## src/logic/rom_opt_pkg.sv

```systemverilog
/*
  Constants shared by the program-memory window device and its driver.
  Assumes an 8-bit data space, a 12-bit program space and a 125 MHz clock.
*/
package rom_opt_pkg;
  // ----------------------------------------------------------------
  // Data space and window
  // ----------------------------------------------------------------
  localparam logic [7:0]  BLK_SEL_ADDR  = 8'hC9;
  localparam logic [7:0]  WIN_FIRST     = 8'h40;
  localparam logic [7:0]  WIN_LAST      = 8'h7F;
  localparam logic [15:0] OPT_BLANK     = 16'h0000;
  // ----------------------------------------------------------------
  // Option bit positions
  // ----------------------------------------------------------------
  localparam int          OPT_EXT_STOP  = 9;
  localparam int          OPT_UVD       = 8;
  localparam int          OPT_PROTECT   = 7;
  localparam int          OPT_CLK_SRC   = 6;
  localparam int          OPT_NMI_PULL  = 3;
  localparam int          OPT_CNT_PULL  = 2;
  localparam int          OPT_WDG_HW    = 1;
  localparam int          OPT_GUARD     = 0;
  localparam logic [15:0] OPT_RSV_CLR   = 16'hFC20;
  localparam logic [15:0] OPT_RSV_SET   = 16'h0010;
  // ----------------------------------------------------------------
  // Driver register map (AXI4-Lite byte offsets)
  // ----------------------------------------------------------------
  localparam logic [4:0]  REG_CTRL      = 5'h00;
  localparam logic [4:0]  REG_CORE_CMD  = 5'h04;
  localparam logic [4:0]  REG_OPT_CMD   = 5'h08;
  localparam logic [4:0]  REG_PM_CMD    = 5'h0C;
  localparam logic [4:0]  REG_STATUS    = 5'h10;
  localparam int          CMD_WE_BIT    = 16;
  localparam int          CMD_RD_BIT    = 18;
  localparam logic [1:0]  RESP_OKAY     = 2'h0;
  localparam logic [1:0]  RESP_SLVERR   = 2'h2;

  typedef enum logic [1:0] {
    ST_IDLE = 2'h0,
    ST_CORE = 2'h1,
    ST_OPT  = 2'h3,
    ST_PM   = 2'h2
  } drv_state_e;

  // True for a data-space address inside the read window
  function automatic logic in_window(input logic [7:0] a);
    in_window = (a >= WIN_FIRST) && (a <= WIN_LAST);
  endfunction
endpackage

```

## src/logic/rom_if.sv

```systemverilog
/*
  Link between the window/option device and its driving party.
  Assumes both ends share clock and the synchronous reset.
*/
`timescale 1ns/1ns
interface rom_if;
  logic        core_req;   // Data-space access, one-cycle pulse
  logic        core_we;    // Write when high
  logic [7:0]  core_addr;  // Data-space address
  logic [7:0]  core_wdata; // Write data
  logic        core_done;  // Answer pulse
  logic [7:0]  core_rdata; // Read data
  logic        prog_mode;  // Programming mode level
  logic        opt_req;    // Option access pulse
  logic        opt_we;     // Program when high
  logic [1:0]  opt_sel;    // Byte select, bit1 msb
  logic [15:0] opt_wdata;  // Option value
  logic        opt_done;   // Option answer pulse
  logic        opt_err;    // Refused, with opt_done
  logic [15:0] opt_rdata;  // Option readback
  logic        pm_req;     // Program memory read pulse
  logic [11:0] pm_addr;    // Program memory address
  logic        pm_done;    // Answer pulse
  logic [7:0]  pm_rdata;   // Read data, zero if protected

  modport dev (input core_req, core_we, core_addr, core_wdata, prog_mode, opt_req,
               opt_we, opt_sel, opt_wdata, pm_req, pm_addr,
               output core_done, core_rdata, opt_done, opt_err, opt_rdata, pm_done,
               pm_rdata);
  modport host (output core_req, core_we, core_addr, core_wdata, prog_mode, opt_req,
                opt_we, opt_sel, opt_wdata, pm_req, pm_addr,
                input core_done, core_rdata, opt_done, opt_err, opt_rdata, pm_done,
                pm_rdata);
endinterface

```

## src/logic/rom_driver.sv

```systemverilog
/*
  Driving end: takes commands over AXI4-Lite and plays the core or the
  programmer towards the window/option device.
  Assumes one AXI4-Lite master; wstrb and prot are not used.
*/
`timescale 1ns/1ns
module rom_driver
  import rom_opt_pkg::*;
(
  input  wire logic        clock,         // Core clock
  input  wire logic        rst_b,         // Synchronous reset, low
  input  wire logic [4:0]  s_axi_awaddr,  // Write address
  input  wire logic        s_axi_awvalid, // Write address valid
  output logic             s_axi_awready, // Write address ready
  input  wire logic [31:0] s_axi_wdata,   // Write data
  input  wire logic [3:0]  s_axi_wstrb,   // Byte strobes, ignored
  input  wire logic        s_axi_wvalid,  // Write data valid
  output logic             s_axi_wready,  // Write data ready
  output logic [1:0]       s_axi_bresp,   // Write response
  output logic             s_axi_bvalid,  // Write response valid
  input  wire logic        s_axi_bready,  // Write response ready
  input  wire logic [4:0]  s_axi_araddr,  // Read address
  input  wire logic        s_axi_arvalid, // Read address valid
  output logic             s_axi_arready, // Read address ready
  output logic [31:0]      s_axi_rdata,   // Read data
  output logic [1:0]       s_axi_rresp,   // Read response
  output logic             s_axi_rvalid,  // Read data valid
  input  wire logic        s_axi_rready,  // Read data ready
  rom_if.host              link           // Device side
);
  // ----------------------------------------------------------------
  // State
  // ----------------------------------------------------------------
  drv_state_e  st_r, st_nxt;
  logic        pmode_r, pmode_nxt;
  logic        creq_r, creq_nxt, cwe_r, cwe_nxt;
  logic [7:0]  caddr_r, caddr_nxt, cwdata_r, cwdata_nxt;
  logic        oreq_r, oreq_nxt, owe_r, owe_nxt;
  logic [1:0]  osel_r, osel_nxt;
  logic [15:0] owdata_r, owdata_nxt;
  logic        preq_r, preq_nxt;
  logic [11:0] paddr_r, paddr_nxt;
  logic [5:0]  shadow_r, shadow_nxt;
  logic        err_r, err_nxt;
  logic [7:0]  rd_r, rd_nxt;
  logic [15:0] ord_r, ord_nxt;
  logic        bvalid_r, bvalid_nxt, rvalid_r, rvalid_nxt;
  logic [1:0]  bresp_r, bresp_nxt, rresp_r, rresp_nxt;
  logic [31:0] rdata_r, rdata_nxt;
  logic        wr_go, busy;

  assign wr_go = s_axi_awvalid && s_axi_wvalid && !bvalid_r;
  assign busy  = (st_r != ST_IDLE);

  // ----------------------------------------------------------------
  // Next state: bus slave, commands and link sequencing
  // ----------------------------------------------------------------
  always_comb begin
    st_nxt = st_r; pmode_nxt = pmode_r;
    creq_nxt = 1'b0; cwe_nxt = cwe_r; caddr_nxt = caddr_r; cwdata_nxt = cwdata_r;
    oreq_nxt = 1'b0; owe_nxt = owe_r; osel_nxt = osel_r; owdata_nxt = owdata_r;
    preq_nxt = 1'b0; paddr_nxt = paddr_r;
    shadow_nxt = shadow_r; err_nxt = err_r; rd_nxt = rd_r; ord_nxt = ord_r;
    bvalid_nxt = bvalid_r && !s_axi_bready; bresp_nxt = bresp_r;
    rvalid_nxt = rvalid_r && !s_axi_rready; rresp_nxt = rresp_r; rdata_nxt = rdata_r;
    // Link answers return the sequencer to idle
    unique case (st_r)
      ST_IDLE: ;
      ST_CORE: if (link.core_done) begin
        rd_nxt = link.core_rdata;
        st_nxt = ST_IDLE;
      end
      ST_OPT: if (link.opt_done) begin
        ord_nxt = link.opt_rdata;
        err_nxt = link.opt_err;
        st_nxt  = ST_IDLE;
      end
      ST_PM: if (link.pm_done) begin
        rd_nxt = link.pm_rdata;
        st_nxt = ST_IDLE;
      end
    endcase
    // Writes: commands refused with SLVERR while a transfer is under way
    if (wr_go) begin
      bvalid_nxt = 1'b1;
      bresp_nxt  = RESP_OKAY;
      if (s_axi_awaddr == REG_CTRL) begin
        pmode_nxt = s_axi_wdata[0];
      end else if (busy || s_axi_awaddr > REG_PM_CMD || s_axi_awaddr[1:0] != 2'b00) begin
        bresp_nxt = RESP_SLVERR;
      end else if (s_axi_awaddr == REG_CORE_CMD) begin
        if (!s_axi_wdata[CMD_WE_BIT] && s_axi_wdata[7:0] == BLK_SEL_ADDR) begin
          err_nxt = 1'b1;
        end else begin
          err_nxt    = 1'b0;
          creq_nxt   = 1'b1;
          cwe_nxt    = s_axi_wdata[CMD_WE_BIT];
          caddr_nxt  = s_axi_wdata[7:0];
          cwdata_nxt = s_axi_wdata[15:8];
          st_nxt     = ST_CORE;
          if (cwe_nxt && caddr_nxt == BLK_SEL_ADDR) begin
            shadow_nxt = s_axi_wdata[13:8];
          end
        end
      end else if (s_axi_awaddr == REG_OPT_CMD) begin
        oreq_nxt = 1'b1;
        owe_nxt  = !s_axi_wdata[CMD_RD_BIT];
        osel_nxt = s_axi_wdata[CMD_WE_BIT +: 2];
        owdata_nxt = (s_axi_wdata[15:0] & ~OPT_RSV_CLR) | OPT_RSV_SET;
        st_nxt = ST_OPT;
      end else begin
        preq_nxt  = 1'b1;
        paddr_nxt = s_axi_wdata[11:0];
        st_nxt    = ST_PM;
      end
    end
    // Reads answer from registers only, never from the link
    if (s_axi_arvalid && !rvalid_r) begin
      rvalid_nxt = 1'b1;
      rresp_nxt  = RESP_OKAY;
      rdata_nxt  = 32'h0000_0000;
      if (s_axi_araddr == REG_CTRL) begin
        rdata_nxt[0] = pmode_r;
      end else if (s_axi_araddr == REG_STATUS) begin
        rdata_nxt = {ord_r, rd_r, shadow_r, err_r, busy};
      end else if (s_axi_araddr[1:0] != 2'b00 || s_axi_araddr > REG_STATUS) begin
        rresp_nxt = RESP_SLVERR;
      end
    end
  end

  // Register everything; the shadow copy survives only as software state
  always_ff @(posedge clock) begin
    if (!rst_b) begin
      st_r <= ST_IDLE; pmode_r <= 1'b0;
      creq_r <= 1'b0; cwe_r <= 1'b0; caddr_r <= 8'h00; cwdata_r <= 8'h00;
      oreq_r <= 1'b0; owe_r <= 1'b0; osel_r <= 2'h0; owdata_r <= 16'h0000;
      preq_r <= 1'b0; paddr_r <= 12'h000;
      shadow_r <= 6'h00; err_r <= 1'b0; rd_r <= 8'h00; ord_r <= 16'h0000;
      bvalid_r <= 1'b0; bresp_r <= 2'h0; rvalid_r <= 1'b0; rresp_r <= 2'h0;
      rdata_r <= 32'h0000_0000;
    end else begin
      st_r <= st_nxt; pmode_r <= pmode_nxt;
      creq_r <= creq_nxt; cwe_r <= cwe_nxt; caddr_r <= caddr_nxt; cwdata_r <= cwdata_nxt;
      oreq_r <= oreq_nxt; owe_r <= owe_nxt; osel_r <= osel_nxt; owdata_r <= owdata_nxt;
      preq_r <= preq_nxt; paddr_r <= paddr_nxt;
      shadow_r <= shadow_nxt; err_r <= err_nxt; rd_r <= rd_nxt; ord_r <= ord_nxt;
      bvalid_r <= bvalid_nxt; bresp_r <= bresp_nxt; rvalid_r <= rvalid_nxt;
      rresp_r <= rresp_nxt; rdata_r <= rdata_nxt;
    end
  end

  // ----------------------------------------------------------------
  // Outputs
  // ----------------------------------------------------------------
  assign s_axi_awready = wr_go;
  assign s_axi_wready  = wr_go;
  assign s_axi_bvalid  = bvalid_r;
  assign s_axi_bresp   = bresp_r;
  assign s_axi_arready = !rvalid_r;
  assign s_axi_rvalid  = rvalid_r;
  assign s_axi_rresp   = rresp_r;
  assign s_axi_rdata   = rdata_r;
  assign link.prog_mode  = pmode_r;
  assign link.core_req   = creq_r;
  assign link.core_we    = cwe_r;
  assign link.core_addr  = caddr_r;
  assign link.core_wdata = cwdata_r;
  assign link.opt_req    = oreq_r;
  assign link.opt_we     = owe_r;
  assign link.opt_sel    = osel_r;
  assign link.opt_wdata  = owdata_r;
  assign link.pm_req     = preq_r;
  assign link.pm_addr    = paddr_r;
endmodule

```

## src/flat_wrapper.sv

```systemverilog
// flat-port wrapper written by rule: the top's interface ports become plain ports
module rom_driver_flat import rom_opt_pkg::*;
  (clock, rst_b, s_axi_awaddr, s_axi_awvalid, s_axi_awready, s_axi_wdata, s_axi_wstrb, s_axi_wvalid, s_axi_wready, s_axi_bresp, s_axi_bvalid, s_axi_bready, s_axi_araddr, s_axi_arvalid, s_axi_arready, s_axi_rdata, s_axi_rresp, s_axi_rvalid, s_axi_rready, link_core_req, link_core_we, link_core_addr, link_core_wdata, link_prog_mode, link_opt_req, link_opt_we, link_opt_sel, link_opt_wdata, link_pm_req, link_pm_addr, link_core_done, link_core_rdata, link_opt_done, link_opt_err, link_opt_rdata, link_pm_done, link_pm_rdata);
  rom_if link_i ();
  input  wire logic clock;
  input  wire logic rst_b;
  input  wire logic [4:0] s_axi_awaddr;
  input  wire logic s_axi_awvalid;
  output logic s_axi_awready;
  input  wire logic [31:0] s_axi_wdata;
  input  wire logic [3:0] s_axi_wstrb;
  input  wire logic s_axi_wvalid;
  output logic s_axi_wready;
  output logic [1:0] s_axi_bresp;
  output logic s_axi_bvalid;
  input  wire logic s_axi_bready;
  input  wire logic [4:0] s_axi_araddr;
  input  wire logic s_axi_arvalid;
  output logic s_axi_arready;
  output logic [31:0] s_axi_rdata;
  output logic [1:0] s_axi_rresp;
  output logic s_axi_rvalid;
  input  wire logic s_axi_rready;
  output wire logic [$bits(link_i.core_req)-1:0] link_core_req;
  output wire logic [$bits(link_i.core_we)-1:0] link_core_we;
  output wire logic [$bits(link_i.core_addr)-1:0] link_core_addr;
  output wire logic [$bits(link_i.core_wdata)-1:0] link_core_wdata;
  output wire logic [$bits(link_i.prog_mode)-1:0] link_prog_mode;
  output wire logic [$bits(link_i.opt_req)-1:0] link_opt_req;
  output wire logic [$bits(link_i.opt_we)-1:0] link_opt_we;
  output wire logic [$bits(link_i.opt_sel)-1:0] link_opt_sel;
  output wire logic [$bits(link_i.opt_wdata)-1:0] link_opt_wdata;
  output wire logic [$bits(link_i.pm_req)-1:0] link_pm_req;
  output wire logic [$bits(link_i.pm_addr)-1:0] link_pm_addr;
  input wire logic [$bits(link_i.core_done)-1:0] link_core_done;
  input wire logic [$bits(link_i.core_rdata)-1:0] link_core_rdata;
  input wire logic [$bits(link_i.opt_done)-1:0] link_opt_done;
  input wire logic [$bits(link_i.opt_err)-1:0] link_opt_err;
  input wire logic [$bits(link_i.opt_rdata)-1:0] link_opt_rdata;
  input wire logic [$bits(link_i.pm_done)-1:0] link_pm_done;
  input wire logic [$bits(link_i.pm_rdata)-1:0] link_pm_rdata;
  assign link_core_req = link_i.core_req;
  assign link_core_we = link_i.core_we;
  assign link_core_addr = link_i.core_addr;
  assign link_core_wdata = link_i.core_wdata;
  assign link_prog_mode = link_i.prog_mode;
  assign link_opt_req = link_i.opt_req;
  assign link_opt_we = link_i.opt_we;
  assign link_opt_sel = link_i.opt_sel;
  assign link_opt_wdata = link_i.opt_wdata;
  assign link_pm_req = link_i.pm_req;
  assign link_pm_addr = link_i.pm_addr;
  assign link_i.core_done = link_core_done;
  assign link_i.core_rdata = link_core_rdata;
  assign link_i.opt_done = link_opt_done;
  assign link_i.opt_err = link_opt_err;
  assign link_i.opt_rdata = link_opt_rdata;
  assign link_i.pm_done = link_pm_done;
  assign link_i.pm_rdata = link_pm_rdata;
  rom_driver u_core (.clock(clock), .rst_b(rst_b), .s_axi_awaddr(s_axi_awaddr), .s_axi_awvalid(s_axi_awvalid), .s_axi_awready(s_axi_awready), .s_axi_wdata(s_axi_wdata), .s_axi_wstrb(s_axi_wstrb), .s_axi_wvalid(s_axi_wvalid), .s_axi_wready(s_axi_wready), .s_axi_bresp(s_axi_bresp), .s_axi_bvalid(s_axi_bvalid), .s_axi_bready(s_axi_bready), .s_axi_araddr(s_axi_araddr), .s_axi_arvalid(s_axi_arvalid), .s_axi_arready(s_axi_arready), .s_axi_rdata(s_axi_rdata), .s_axi_rresp(s_axi_rresp), .s_axi_rvalid(s_axi_rvalid), .s_axi_rready(s_axi_rready), .link(link_i));
endmodule
```

## config.mk

```make
export PLATFORM = sky130hd
export DESIGN_NAME = rom_driver_flat
export DESIGN_NICKNAME = d
export VERILOG_FILES = /design/src/logic/rom_opt_pkg.sv /design/src/logic/rom_if.sv /design/src/logic/rom_driver.sv /design/src/flat_wrapper.sv
export SDC_FILE = /design/constraint.sdc
export NUM_CORES = 1
export LEC_CHECK = 0
export BUFFER_PORTS_ARGS = -buffer_cell sky130_fd_sc_hd__buf_2
export CAP_MARGIN = 10
export CORE_ASPECT_RATIO = 1.25
export CORE_MARGIN = 2
export CORE_UTILIZATION = 30
export DETAILED_ROUTE_END_ITERATION = 10
export PLACE_DENSITY = 0.55
export SETUP_SLACK_MARGIN = 0.15
export SLEW_MARGIN = 20
export SYNTH_ARGS = -nofsm -noshare
export SYNTH_HDL_FRONTEND = slang
export SYNTH_SLANG_ARGS = --single-unit
```

## constraint.sdc

```tcl
create_clock -name clock -period 5 [get_ports clock]
set_clock_uncertainty 0.05 [all_clocks]
set_input_delay 0.5 -clock clock [delete_from_list [all_inputs] [get_ports clock]]
set_output_delay 0.5 -clock clock [all_outputs]
set_load 0.005 [all_outputs]
```

### Word level (Yosys, flattened, before mapping)

Index checks and enable logic that the tools add are counted.

| cells by class | value |
|---|---|
| div/mod/pow operators | 0 |
| reduce and logical (&&, ||, !) cells | 31 |
| shifts and indexed selects | 0 |
| add/subtract/negate cells | 0 |
| bitwise operators | 7 |
| multiply operators | 0 |
| mux-type cells | 33 |
| $lt $le $gt $ge | 2 |
| eq/ne operators | 9 |

Operators by type and width:

| operator | count |
|---|---|
| $mux 32 | 1 |
| $mux 31 | 1 |
| $mux 2 | 13 |
| $mux 8 | 2 |
| $pmux 8 s2 | 1 |
| $reduce_and 5->1 | 3 |
| $mux 1 | 14 |
| $logic_not 5->1 | 2 |
| $reduce_or 5->1 | 2 |
| $eq 8x8->1 const B | 1 |
| $reduce_bool 2->1 | 4 |
| $logic_and 1x1->1 | 7 |
| $not 1->1 | 7 |
| $logic_not 1->1 | 6 |
| $pmux 2 s3 | 1 |
| $reduce_and 6->1 | 1 |
| $eq 5x3->1 const B | 1 |
| $eq 5x4->1 const B | 1 |
| $eq 5x5->1 const B | 1 |
| $gt 5x4->1 const B | 1 |
| $gt 5x5->1 const B | 1 |
| $eq 2x2->1 const B | 2 |
| $ne 2x2->1 const B | 2 |
| $reduce_and 2->1 | 2 |
| other kinds (3) | 5 |

| word-level totals | value |
|---|---|
| flip-flop bits (word level) | 116 |
| logic and storage cells | 103 |
| output and inout port bits | 93 |
| memories kept | 0 |
| memory bits (read-only) | 0 |
| latch bits | 0 |
| bits of input ports | 89 |
| memory bits (writable) | 0 |

### Depth between registers and ports, before layout

Gate-level depths: netlist of the first run.

| logic depth | value |
|---|---|
| depth in word-level cells | 7 |
| gate-level depth with buffers | 7 |
| mapped depth without buffers | 5 |

### Worst setup path before layout of the first run

Ideal clock, no wire load.

| timing | value |
|---|---|
| path type | input to register |
| from | in s_axi_awaddr[4] |
| to | reg u_core.cwdata_r[0], in the netlist u_core.link.core_wdata[0] |
| buffers on the path | 1 |
| cell stages on the path | 5 |
| setup time | 0.072 ns |
| data required time | 4.878 ns |
| setup slack | 3.277 ns |
| arrival time | 1.601 ns |
| cell sequence | nor4_4 -> nand3_2 -> nor2_4 -> buf_8 -> mux2i_1 |

| on the way | value |
|---|---|
| cells in the longest elaborated chain, start to end | 5 |
| elaborated cells between the ends (all ways) | 8 |
| those cells by class | order compare: 1; eq/ne: 1; bitwise: 2; reduce/logical: 4 |

RTL lines:

| what | RTL line | source |
|---|---|---|
| start, declared | flat_wrapper.sv:7 | `input wire logic [4:0] s_axi_awaddr;` |
| $gt 5x4->1 | rom_driver.sv:89 | `end else if (busy \|\| s_axi_awaddr > REG_PM_CMD \|\| s_axi_awaddr[1:0] != 2'b00) begin` |
| $logic_or 1x1->1 (2 in a row) | rom_driver.sv:89 |  |
| $not 1->1 (no line) | -- |  |
| $reduce_and 5->1 (no line) * | -- |  |
| end signal, assigned | rom_driver.sv:144 | `creq_r <= creq_nxt; cwe_r <= cwe_nxt; caddr_r <= caddr_nxt; cwdata_r <= cwdata_nxt;` |
| end, declared | rom_driver.sv:37 | `logic [7:0] caddr_r, caddr_nxt, cwdata_r, cwdata_nxt;` |

Every way passes the cells marked *; elsewhere a longest branch is shown, timed or not.
A chain may end at the register's enable or synchronous reset.

### Worst setup path after layout of the first run

| timing | value |
|---|---|
| from | in rst_b |
| to | reg u_core.rd_r[2] |

RTL lines:

| what | RTL line | source |
|---|---|---|
| start, declared | flat_wrapper.sv:6 | `input wire logic rst_b;` |
| end signal, assigned | rom_driver.sv:147 | `shadow_r <= shadow_nxt; err_r <= err_nxt; rd_r <= rd_nxt; ord_r <= ord_nxt;` |
| end, declared | rom_driver.sv:45 | `logic [7:0] rd_r, rd_nxt;` |

No word-level cell between the ends.

==> results of run 1 <==
==> registers in the layout, indices dropped and copies added (netlist names), 2 cells and up <==
signal	count
u_core.link.core_addr	8
u_core.link.core_wdata	8
u_core.link.opt_sel	2
u_core.link.opt_wdata	9
u_core.link.pm_addr	12
u_core.ord_r	16
u_core.rd_r	8
u_core.s_axi_rdata	32
u_core.shadow_r	6
u_core.st_r	2
==> per-layer routing <==
layer | vias up | global-route usage (%) | part of all wire (%)
met5 | - | 0 | 0
met4 | 0 | 5.28 | 0.94
met3 | 10 | 4.71 | 6.5
met2 | 114 | 25.3 | 48
met1 | 1723 | 17.9 | 44
li1 | 1900 | - | -
==> layout make-up <==
class,count,area (um^2),share of cell area [%]
clock inverter,9,175,3.04
multi-input combinational,314,1780,30.9
timing repair buffer,158,798,13.9
clock buffer,23,488,8.47
sequential,114,2280,39.6
inverter,5,20.0,0.347
tap,175,219,3.80
==> per-stage QoR <==
step / cells / setup slack, ns / util, %
floorplan: 475 / 3.28 / -
global placement: 766 / 2.59 / 36.7
detailed placement: 766 / 2.52 / 36.7
CTS: 798 / 2.78 / 41.5
global route: 798 / 2.42 / 41.5
finish: 798 / 2.63 / 41.5
==> cell usage after synthesis, types with 2 or more instances <==
master | n | area share (%)
a21oi_1 | 23 | 2.7
nand4_1 | 2 | 0.29
a211oi_1 | 12 | 2.1
nor4_1 | 2 | 0.29
buf_1 | 2 | 0.18
nor3_1 | 4 | 0.47
mux2i_1 | 30 | 7.0
nor2_1 | 43 | 3.8
nand2b_1 | 2 | 0.29
nand2_1 | 74 | 6.5
buf_4 | 11 | 1.9
dfxtp_1 | 114 | 53
clkbuf_1 | 21 | 1.8
and3_1 | 3 | 0.44
nand3b_1 | 2 | 0.35
inv_1 | 4 | 0.35
and4bb_2 | 3 | 0.88
nor2b_1 | 3 | 0.44
buf_6 | 2 | 0.53
o21ai_0 | 27 | 3.2
o31ai_1 | 2 | 0.35
buf_2 | 5 | 0.58
a22oi_1 | 32 | 5.6
nand3_1 | 27 | 3.2
==> power by group <==
| group | switching (uW) | internal [uW] |
|---|---|---|
| clock network | 399 | 936 |
| registers | 2.99 | 914 |
| logic | 56.7 | 36.0 |
==> final timing paths <==
path | from | to | cells past startpoint
min | s_axi_rready | u_core.s_axi_rvalid | 2
max reg2reg | u_core.st_r[0] | u_core.link.pm_addr[9] | 4
min reg2reg | u_core.ord_r[3] | u_core.ord_r[3] | 2
max | rst_b | u_core.rd_r[2] | 4
==> cells in the final DEF (no fill, tap or decap), types with 4 or more instances in the layout <==
| cell type | Yosys | layout |
|---|---|---|
| buf_2 | 5 | 155 |
| dfxtp_1 | 114 | 114 |
| nand2_1 | 74 | 74 |
| nor2_1 | 43 | 43 |
| a22oi_1 | 32 | 32 |
| mux2i_1 | 30 | 30 |
| nand3_1 | 27 | 27 |
| o21ai_0 | 27 | 27 |
| a21oi_1 | 23 | 23 |
| clkbuf_16 | 0 | 17 |
| a211oi_1 | 12 | 12 |
| conb_1 | 1 | 9 |
| bufinv_16 | 0 | 5 |
| inv_1 | 4 | 4 |
| nor3_1 | 4 | 4 |
| clkbuf_8 | 0 | 4 |
==> cell families after synthesis <==
group / count (synthesis)
AND/OR/NAND/NOR: 174
flip-flops: 114
AO/OA/AOI/OAI: 101
buffers and inverters: 47
multiplexers: 30
other: 1
==> metrics, run 1 <==
initial antenna violation count=0; Die W=111 um; gr ovfl total=0; syn avg cell area=9.17 um^2; CTS tree=built; worst vdd ir=0.000179 V; cells along the critical path=buf_2 > buf_4 > clkinv_2 > a211oi_1; CP top delay family=buffers and inverters; clock sinks=114; Setup TNS=0 ns; max cap viols=0; slowest CP cell=clkinv_2; largest family of logic cells by synthesized area=simple AND/OR/NAND/NOR gates; cts repair resizes=0; drt first pass iters=5; Max Fclk=422 MHz; WL/cell=14.4 um; CP peak stage delay=0.94 ns; Iteration-0 DRC Markers=213; Longest Clk Path Bufs=2; status=complete, no violations; DR vias=3747; total power=2340 uW; FF+latch count, synth=114; first-pass GRT wire length=17900 um; row count=48; total wire length=11500 um; mux contribution to synthesized area=7.01%; Clock transition at path regs=0.05 ns; largest net degree at the start of global routing=69; kind of critical path=in -> reg; vias in the first global route=3539; ant diodes=0; Antenna Nets Post-Route=0; # nets final=699; sequential share of the synthesized area=53.3%; PortBufs=155; Layout fillers=1386; core area=0.0139 mm^2; Leak=0.00243 uW; Async SR Flop Fraction=0%; placer congestion estimate=0.736; pwr/cell area=407 mW/mm^2; share of cells above drive strength 1=31.6%; Tmin final=2.37 ns; clk_lat worst skew=0.39 ns; Initial Util=30.9%; Worst R2R Setup Slack=2.83 ns; cts hold-fix bufs=0; Critical Path RT=5.22 ns; Final Instance Area=0.00576 mm^2; Rel. slew slack=36.9%; RSZ-0062 raised after global routing=no; DRC=0; critical path buffer and inverter count=3; cts bufs inserted=17; Setup crit start kind=primary input; Compound-Gate Fraction of Synth Area=14.8%; main flop type after synthesis=dfxtp_1; CP Capture Type=register; H-tree Lvls=4; Final Cycle Share=47.4%; Post-synth EDFFs=0; Final setup viols=0; Clock Tree Root=clkbuf_16; Adder-Cell Fraction of Synth Area=0%; GRT Total Usage=14.9%; placed cell area=0.00510 mm^2; setup repair bufs after CTS=0; post-synthesis cell area=0.00428 mm^2; hold_ws=0.232 ns; Simple-Gate Fraction of Synth Area=18.9%; area delta synth->final=34.6%; XOR/XNOR share of the synthesized area=0%; Synth warnings=0; IO Pins=182; Slew @ Worst Pin=0.946 ns; Critical Path Fanout Max=68; Die Y=138 um; post-DR vias/cell=4.70; Max Slew Vio Count=0; Netlist cell types=41; Hold/Removal Path Class=in -> reg; DPL Wire Length=8010 um; die area=0.0152 mm^2; Post-Syn Instances=467; critical path arrival=2.59 ns; Fin. Hold Viols=0
Note: power is estimated with default switching activity, not from simulation.
==> inputs of run 2 (changes only) <==
clock period = 2.3 ns   (was 5 ns; I/O delays follow)
==> metrics, run 2 (synthesis gave the netlist of run 1 again) <==
Clock Tree Root=clkbuf_16; H-tree Lvls=4 (unchanged); DPL Wire Length=8280 um (+3.4%); placed cells=773 (+0.91%); drt first pass iters=4 (-1); Fin. Hold Viols=0 (unchanged); largest net degree at the start of global routing=64 (-7.2%); # nets final=718 (+2.7%); Iteration-0 DRC Markers=206 (-3.3%); row count=48 (unchanged); FF/Latch Area=0.00228 mm^2 (unchanged); share of cells above drive strength 1=31.9% (+0.31 points); fin cells=817 (+2.4%); kind of critical path=reg -> reg; total wire length=11800 um (+2.5%); GRT Total Usage=15.5% (+0.60 points); Final setup viols=0 (unchanged); Max Fclk=529 MHz; Critical Path Fanout Max=16 (-76%); vias in the first global route=3726 (+5.3%); Final Cycle Share=82.2%; Antenna Nets Post-Route=0 (unchanged); ant diodes=0 (unchanged); placer congestion estimate=0.752 (+2.2%); gr ovfl total=0 (unchanged); cts repair resizes=0 (unchanged); core area=0.0139 mm^2 (unchanged); clk_lat worst skew=0.41 ns (+0.02 ns); Die W=111 um (unchanged); die area=0.0152 mm^2 (unchanged); setup repair bufs after CTS=0 (unchanged); cts bufs inserted=17 (unchanged); area delta synth->final=38.5%; Longest Clk Path Bufs=2 (unchanged); CTS tree=built; Tmin final=1.89 ns; Clock transition at path regs=0.05 ns (about the same); PortBufs=155 (unchanged); Hold/Removal Path Class=in -> reg; max cap viols=0 (unchanged); max reg flops=32 (unchanged); Die Y=138 um (unchanged); DRC=0 (unchanged); status=complete, no violations; DR vias=3832 (+2.3%); Max Slew Vio Count=0 (unchanged); Layout fillers=1415 (+2.1%); post-DR vias/cell=4.69 (-0.11%); Rel. slew slack=53.4% (+17 points); commonest non-fill, non-tap cell in the layout=buf_2; critical path arrival=2.16 ns (-0.43 ns); pwr/cell area=852 mW/mm^2 (+110%); CP Capture Type=register; most frequent cells in the layout=155 x buf_2, 114 x dfxtp_1, 74 x nand2_1, 43 x nor2_1, 32 x a22oi_1; Multi-input gate area=0.00178 mm^2 (unchanged); Setup crit start kind=register; Initial Util=30.9% (unchanged); worst vdd ir=0.000486 V (+170%); Slew @ Worst Pin=0.697 ns (-0.249 ns); initial antenna violation count=1 (+1); WL/cell=14.4 um (about the same); Leak=0.00251 uW (+3.4%); Critical Path RT=2.57 ns (-2.65 ns); IO Pins=182 (unchanged); clock sinks=114 (unchanged); RSZ-0062 raised after global routing=no; first-pass GRT wire length=18300 um (+2.5%); Setup TNS=0 ns (unchanged)
[run 2: cell types whose count changed in the layout (fill, tap and decap cells not counted), sizes merged]
cell	previous run	this run
buf	158	165
bufinv	5	4
dlygate4sd3	0	12
inv	4	5
[run 2: final timing paths]
path,from,end,slack (ns),depth (start not counted)
max reg2reg,u_core.st_r[1],u_core.rd_r[2],0.41,4
max,u_core.st_r[1],u_core.rd_r[2],0.41,4
min reg2reg,u_core.link.core_wdata[3],u_core.link.core_wdata[3],0.40,2
min,link_opt_rdata[14],u_core.ord_r[14],0.02,3
[run 2: timing repair]
item,in CTS,in global routing
hold buffers,12,0
setup endpoints to repair,0,0
endpoints found under the hold margin,12,0
[run 2: metrics by stage]
step	power [uW]	hold WS [ns]	instance area [um^2]	setup slack (ns)	utilization, %
floorplan	2140	0.280	4310	0.718	-
global placement	2240	0.365	5160	0.480	37.2
finish	5050	0.0212	5930	0.409	42.7
global route	5230	0.00908	5930	0.210	42.7
detailed placement	2240	0.374	5160	0.379	37.2
CTS	5120	0.000551	5930	0.358	42.7
[run 2: critical path: stages (launching register included)]
cell      delay, ns
dfxtp_1        0.49
and2b_1        0.53
a22o_2         0.43
nor2_1         0.07
a211oi_1       0.22
[run 2: cell type report]
type / count / share of cell area [%]
repair buffers: 177 / 16.6
inverters: 5 / 0.316
clock inverters: 9 / 2.53
flip-flops and latches: 114 / 38.5
multi-input cells: 314 / 30.0
well taps: 175 / 3.69
clock buffers: 23 / 8.40
[run 2: metal layers]
layer,part of all wire (%),GRT usage [%]
met4,1.2,6.25
met5,0.093,0
met1,44,17.9
met2,48,25.6
met3,7.3,6.42
[run 2: power breakdown]
part | switching, uW | internal (uW)
clock | 887 | 1950
sequential | 6.73 | 1990
combinational | 127 | 95.4
total | 1020 | 4030
==> inputs of run 3 (changes only) <==
clock period = 1.75 ns   (was 2.3 ns; I/O delays follow)
==> metrics, run 3 (synthesis gave the netlist of run 1 again) <==
status=complete, no violations; cts bufs inserted=17 (unchanged); Worst R2R Start=u_core.st_r[0]; worst vdd ir=0.000518 V (+6.6%); H-tree Lvls=4 (unchanged); Worst Hold End=u_core.s_axi_rresp[1]; DR vias=3954 (+3.2%); FF/Latch Area=0.00228 mm^2 (unchanged); clock share of power=54.1% (-2.0 points); commonest non-fill, non-tap cell in the layout=buf_2; Die Y=138 um (unchanged); Max Slew Vio Count=0 (unchanged); worst hold stages=3 (unchanged); Antenna Nets Post-Route=0 (unchanged); # nets final=740 (+3.1%); die area=0.0152 mm^2 (unchanged); CTS tree=built; Final Cycle Share=87.7% (+5.5 points); pwr/cell area=1050 mW/mm^2 (+23%); Die W=111 um (unchanged); Layout fillers=1363 (-3.7%); sw power=1400 uW (+37%); drt first pass iters=4 (unchanged); GRT Total Usage=15.6% (+0.14 points); Critical Path RT=2.03 ns (-0.54 ns); Iteration-0 DRC Markers=227 (+10%); Setup TNS=0 ns (unchanged); max reg flops=32 (unchanged); Hold/Removal Path Class=in -> reg; FF-to-FF End=u_core.link.core_addr[7]; Clock transition at path regs=0.05 ns (about the same); Worst R2R Setup Slack=0.21 ns (-0.19 ns); Longest Clk Path Bufs=2 (unchanged); placer congestion estimate=0.750 (-0.33%); total wire length=12000 um (+1.8%); core area=0.0139 mm^2 (unchanged); Max Fclk=651 MHz (+23%); ant diodes=0 (unchanged); combinational fraction of design power=5.2% (+0.8 points); Tmin final=1.54 ns (-0.355 ns); Clock Tree Root=clkbuf_16; hold_ws=0.0239 ns (+0.00276 ns); Switching Share=21.7% (+1.5 points); Multi-input gate area=0.00179 mm^2 (+0.42%); Final setup viols=0 (unchanged); DRC=0 (unchanged); critical path arrival=1.81 ns (-0.35 ns); Worst Min Path Start=s_axi_araddr[0]; RSZ-0062 raised after global routing=yes; Fin. Hold Viols=0 (unchanged); gr ovfl total=0 (unchanged); Leak=0.00261 uW (+3.8%); most frequent cells in the layout=155 x buf_2, 114 x dfxtp_1, 74 x nand2_1, 43 x nor2_1, 32 x a22oi_1; Setup crit start kind=register; CP Capture Type=register; first-pass GRT wire length=19100 um (+4.1%); row count=48 (unchanged); reg2reg path depth=5 (+1); Final WS setup=0.214 ns (-0.195 ns); share of cells above drive strength 1=32.4% (+0.45 points); cell internal pwr=5040 uW (+25%); sequential share of power=40.7% (+1.2 points); WL/cell=14.3 um (-0.89%); PortBufs=155 (unchanged); pre-CTS setup slack=0.156 ns (-0.223 ns); max cap viols=0 (unchanged); clock sinks=114 (unchanged); largest net degree at the start of global routing=40 (-38%); post-DR vias/cell=4.71 (+0.48%); clk_lat worst skew=0.40 ns (about the same); vias in the first global route=3978 (+6.8%); DPL Wire Length=8450 um (+2.0%); Initial Util=30.9% (unchanged); kind of critical path=reg -> reg; area delta synth->final=43.1%; IO Pins=182 (unchanged); initial antenna violation count=0 (-1); Critical Path Fanout Max=12 (-4)
[run 3: stage by stage]
| stage | power (uW) | instances | area, um^2 | utilization [%] |
|---|---|---|---|---|
| after floorplan | 2820 | 475 | 4310 | - |
| after global placement | 2960 | 782 | 5270 | 38.0 |
| after detailed placement | 2970 | 782 | 5270 | 38.0 |
| after CTS | 6510 | 838 | 6110 | 44.0 |
| after global routing | 6670 | 839 | 6130 | 44.2 |
| final | 6440 | 839 | 6130 | 44.2 |
[run 3: worst max-delay path, stage by stage, from the launching register on]
cell,delay [ns]
dfxtp_1,0.32
nor4_4,0.33
nand3_2,0.22
nor2_4,0.18
buf_12,0.16
mux2i_1,0.20
[run 3: cell type report]
class | instances | area share, %
clock inverters | 13 | 2.61
multi-input cells | 314 | 29.2
clock buffers | 19 | 7.23
inverters | 5 | 0.306
flip-flops and latches | 114 | 37.3
well taps | 175 | 3.57
repair buffers | 199 | 19.9
[run 3: layer usage]
| layer | part of all wire, % | wire (um) | up-vias | track usage [%] |
|---|---|---|---|---|
| met2 | 49 | 5880 | 121 | 27.9 |
| met5 | 0 | 0 | - | 0 |
| met4 | 1.2 | 142 | 0 | 5.49 |
| met1 | 44 | 5320 | 1840 | 18.3 |
| li1 | - | - | 1982 | - |
| met3 | 5.4 | 641 | 11 | 4.00 |
[run 3: how the worst max path moves through the flow]
stage | cells after the start | slack [ns] | end | start
after floorplan | 6 | 0.17 | u_core.link.core_wdata[0] | u_core.st_r[0]
after global placement | 6 | 0.22 | u_core.link.core_wdata[4] | s_axi_awaddr[4]
after detailed placement | 6 | 0.16 | u_core.link.core_addr[7] | s_axi_awaddr[4]
after CTS | 5 | 0.20 | u_core.link.core_addr[7] | u_core.s_axi_bvalid
after global routing | 5 | 0.13 | u_core.link.core_addr[2] | u_core.st_r[0]
final | 5 | 0.21 | u_core.link.core_addr[7] | u_core.st_r[0]
[run 3: power groups by stage]
stage | combinational (uW) | clock, uW | sequential (uW)
finish | 334 | 3480 | 2620
global route | 368 | 3680 | 2620
CTS | 334 | 3550 | 2620
detailed placement | 291 | 0 | 2670
global placement | 286 | 0 | 2670
floorplan | 143 | 0 | 2670
[run 3: timing repair]
action,4_1_cts,5_1_grt
gates resized for setup,0,1
setup endpoints to repair,0,6
endpoints found under the hold margin,26,0
buffers inserted,0,1
hold buffers,24,0
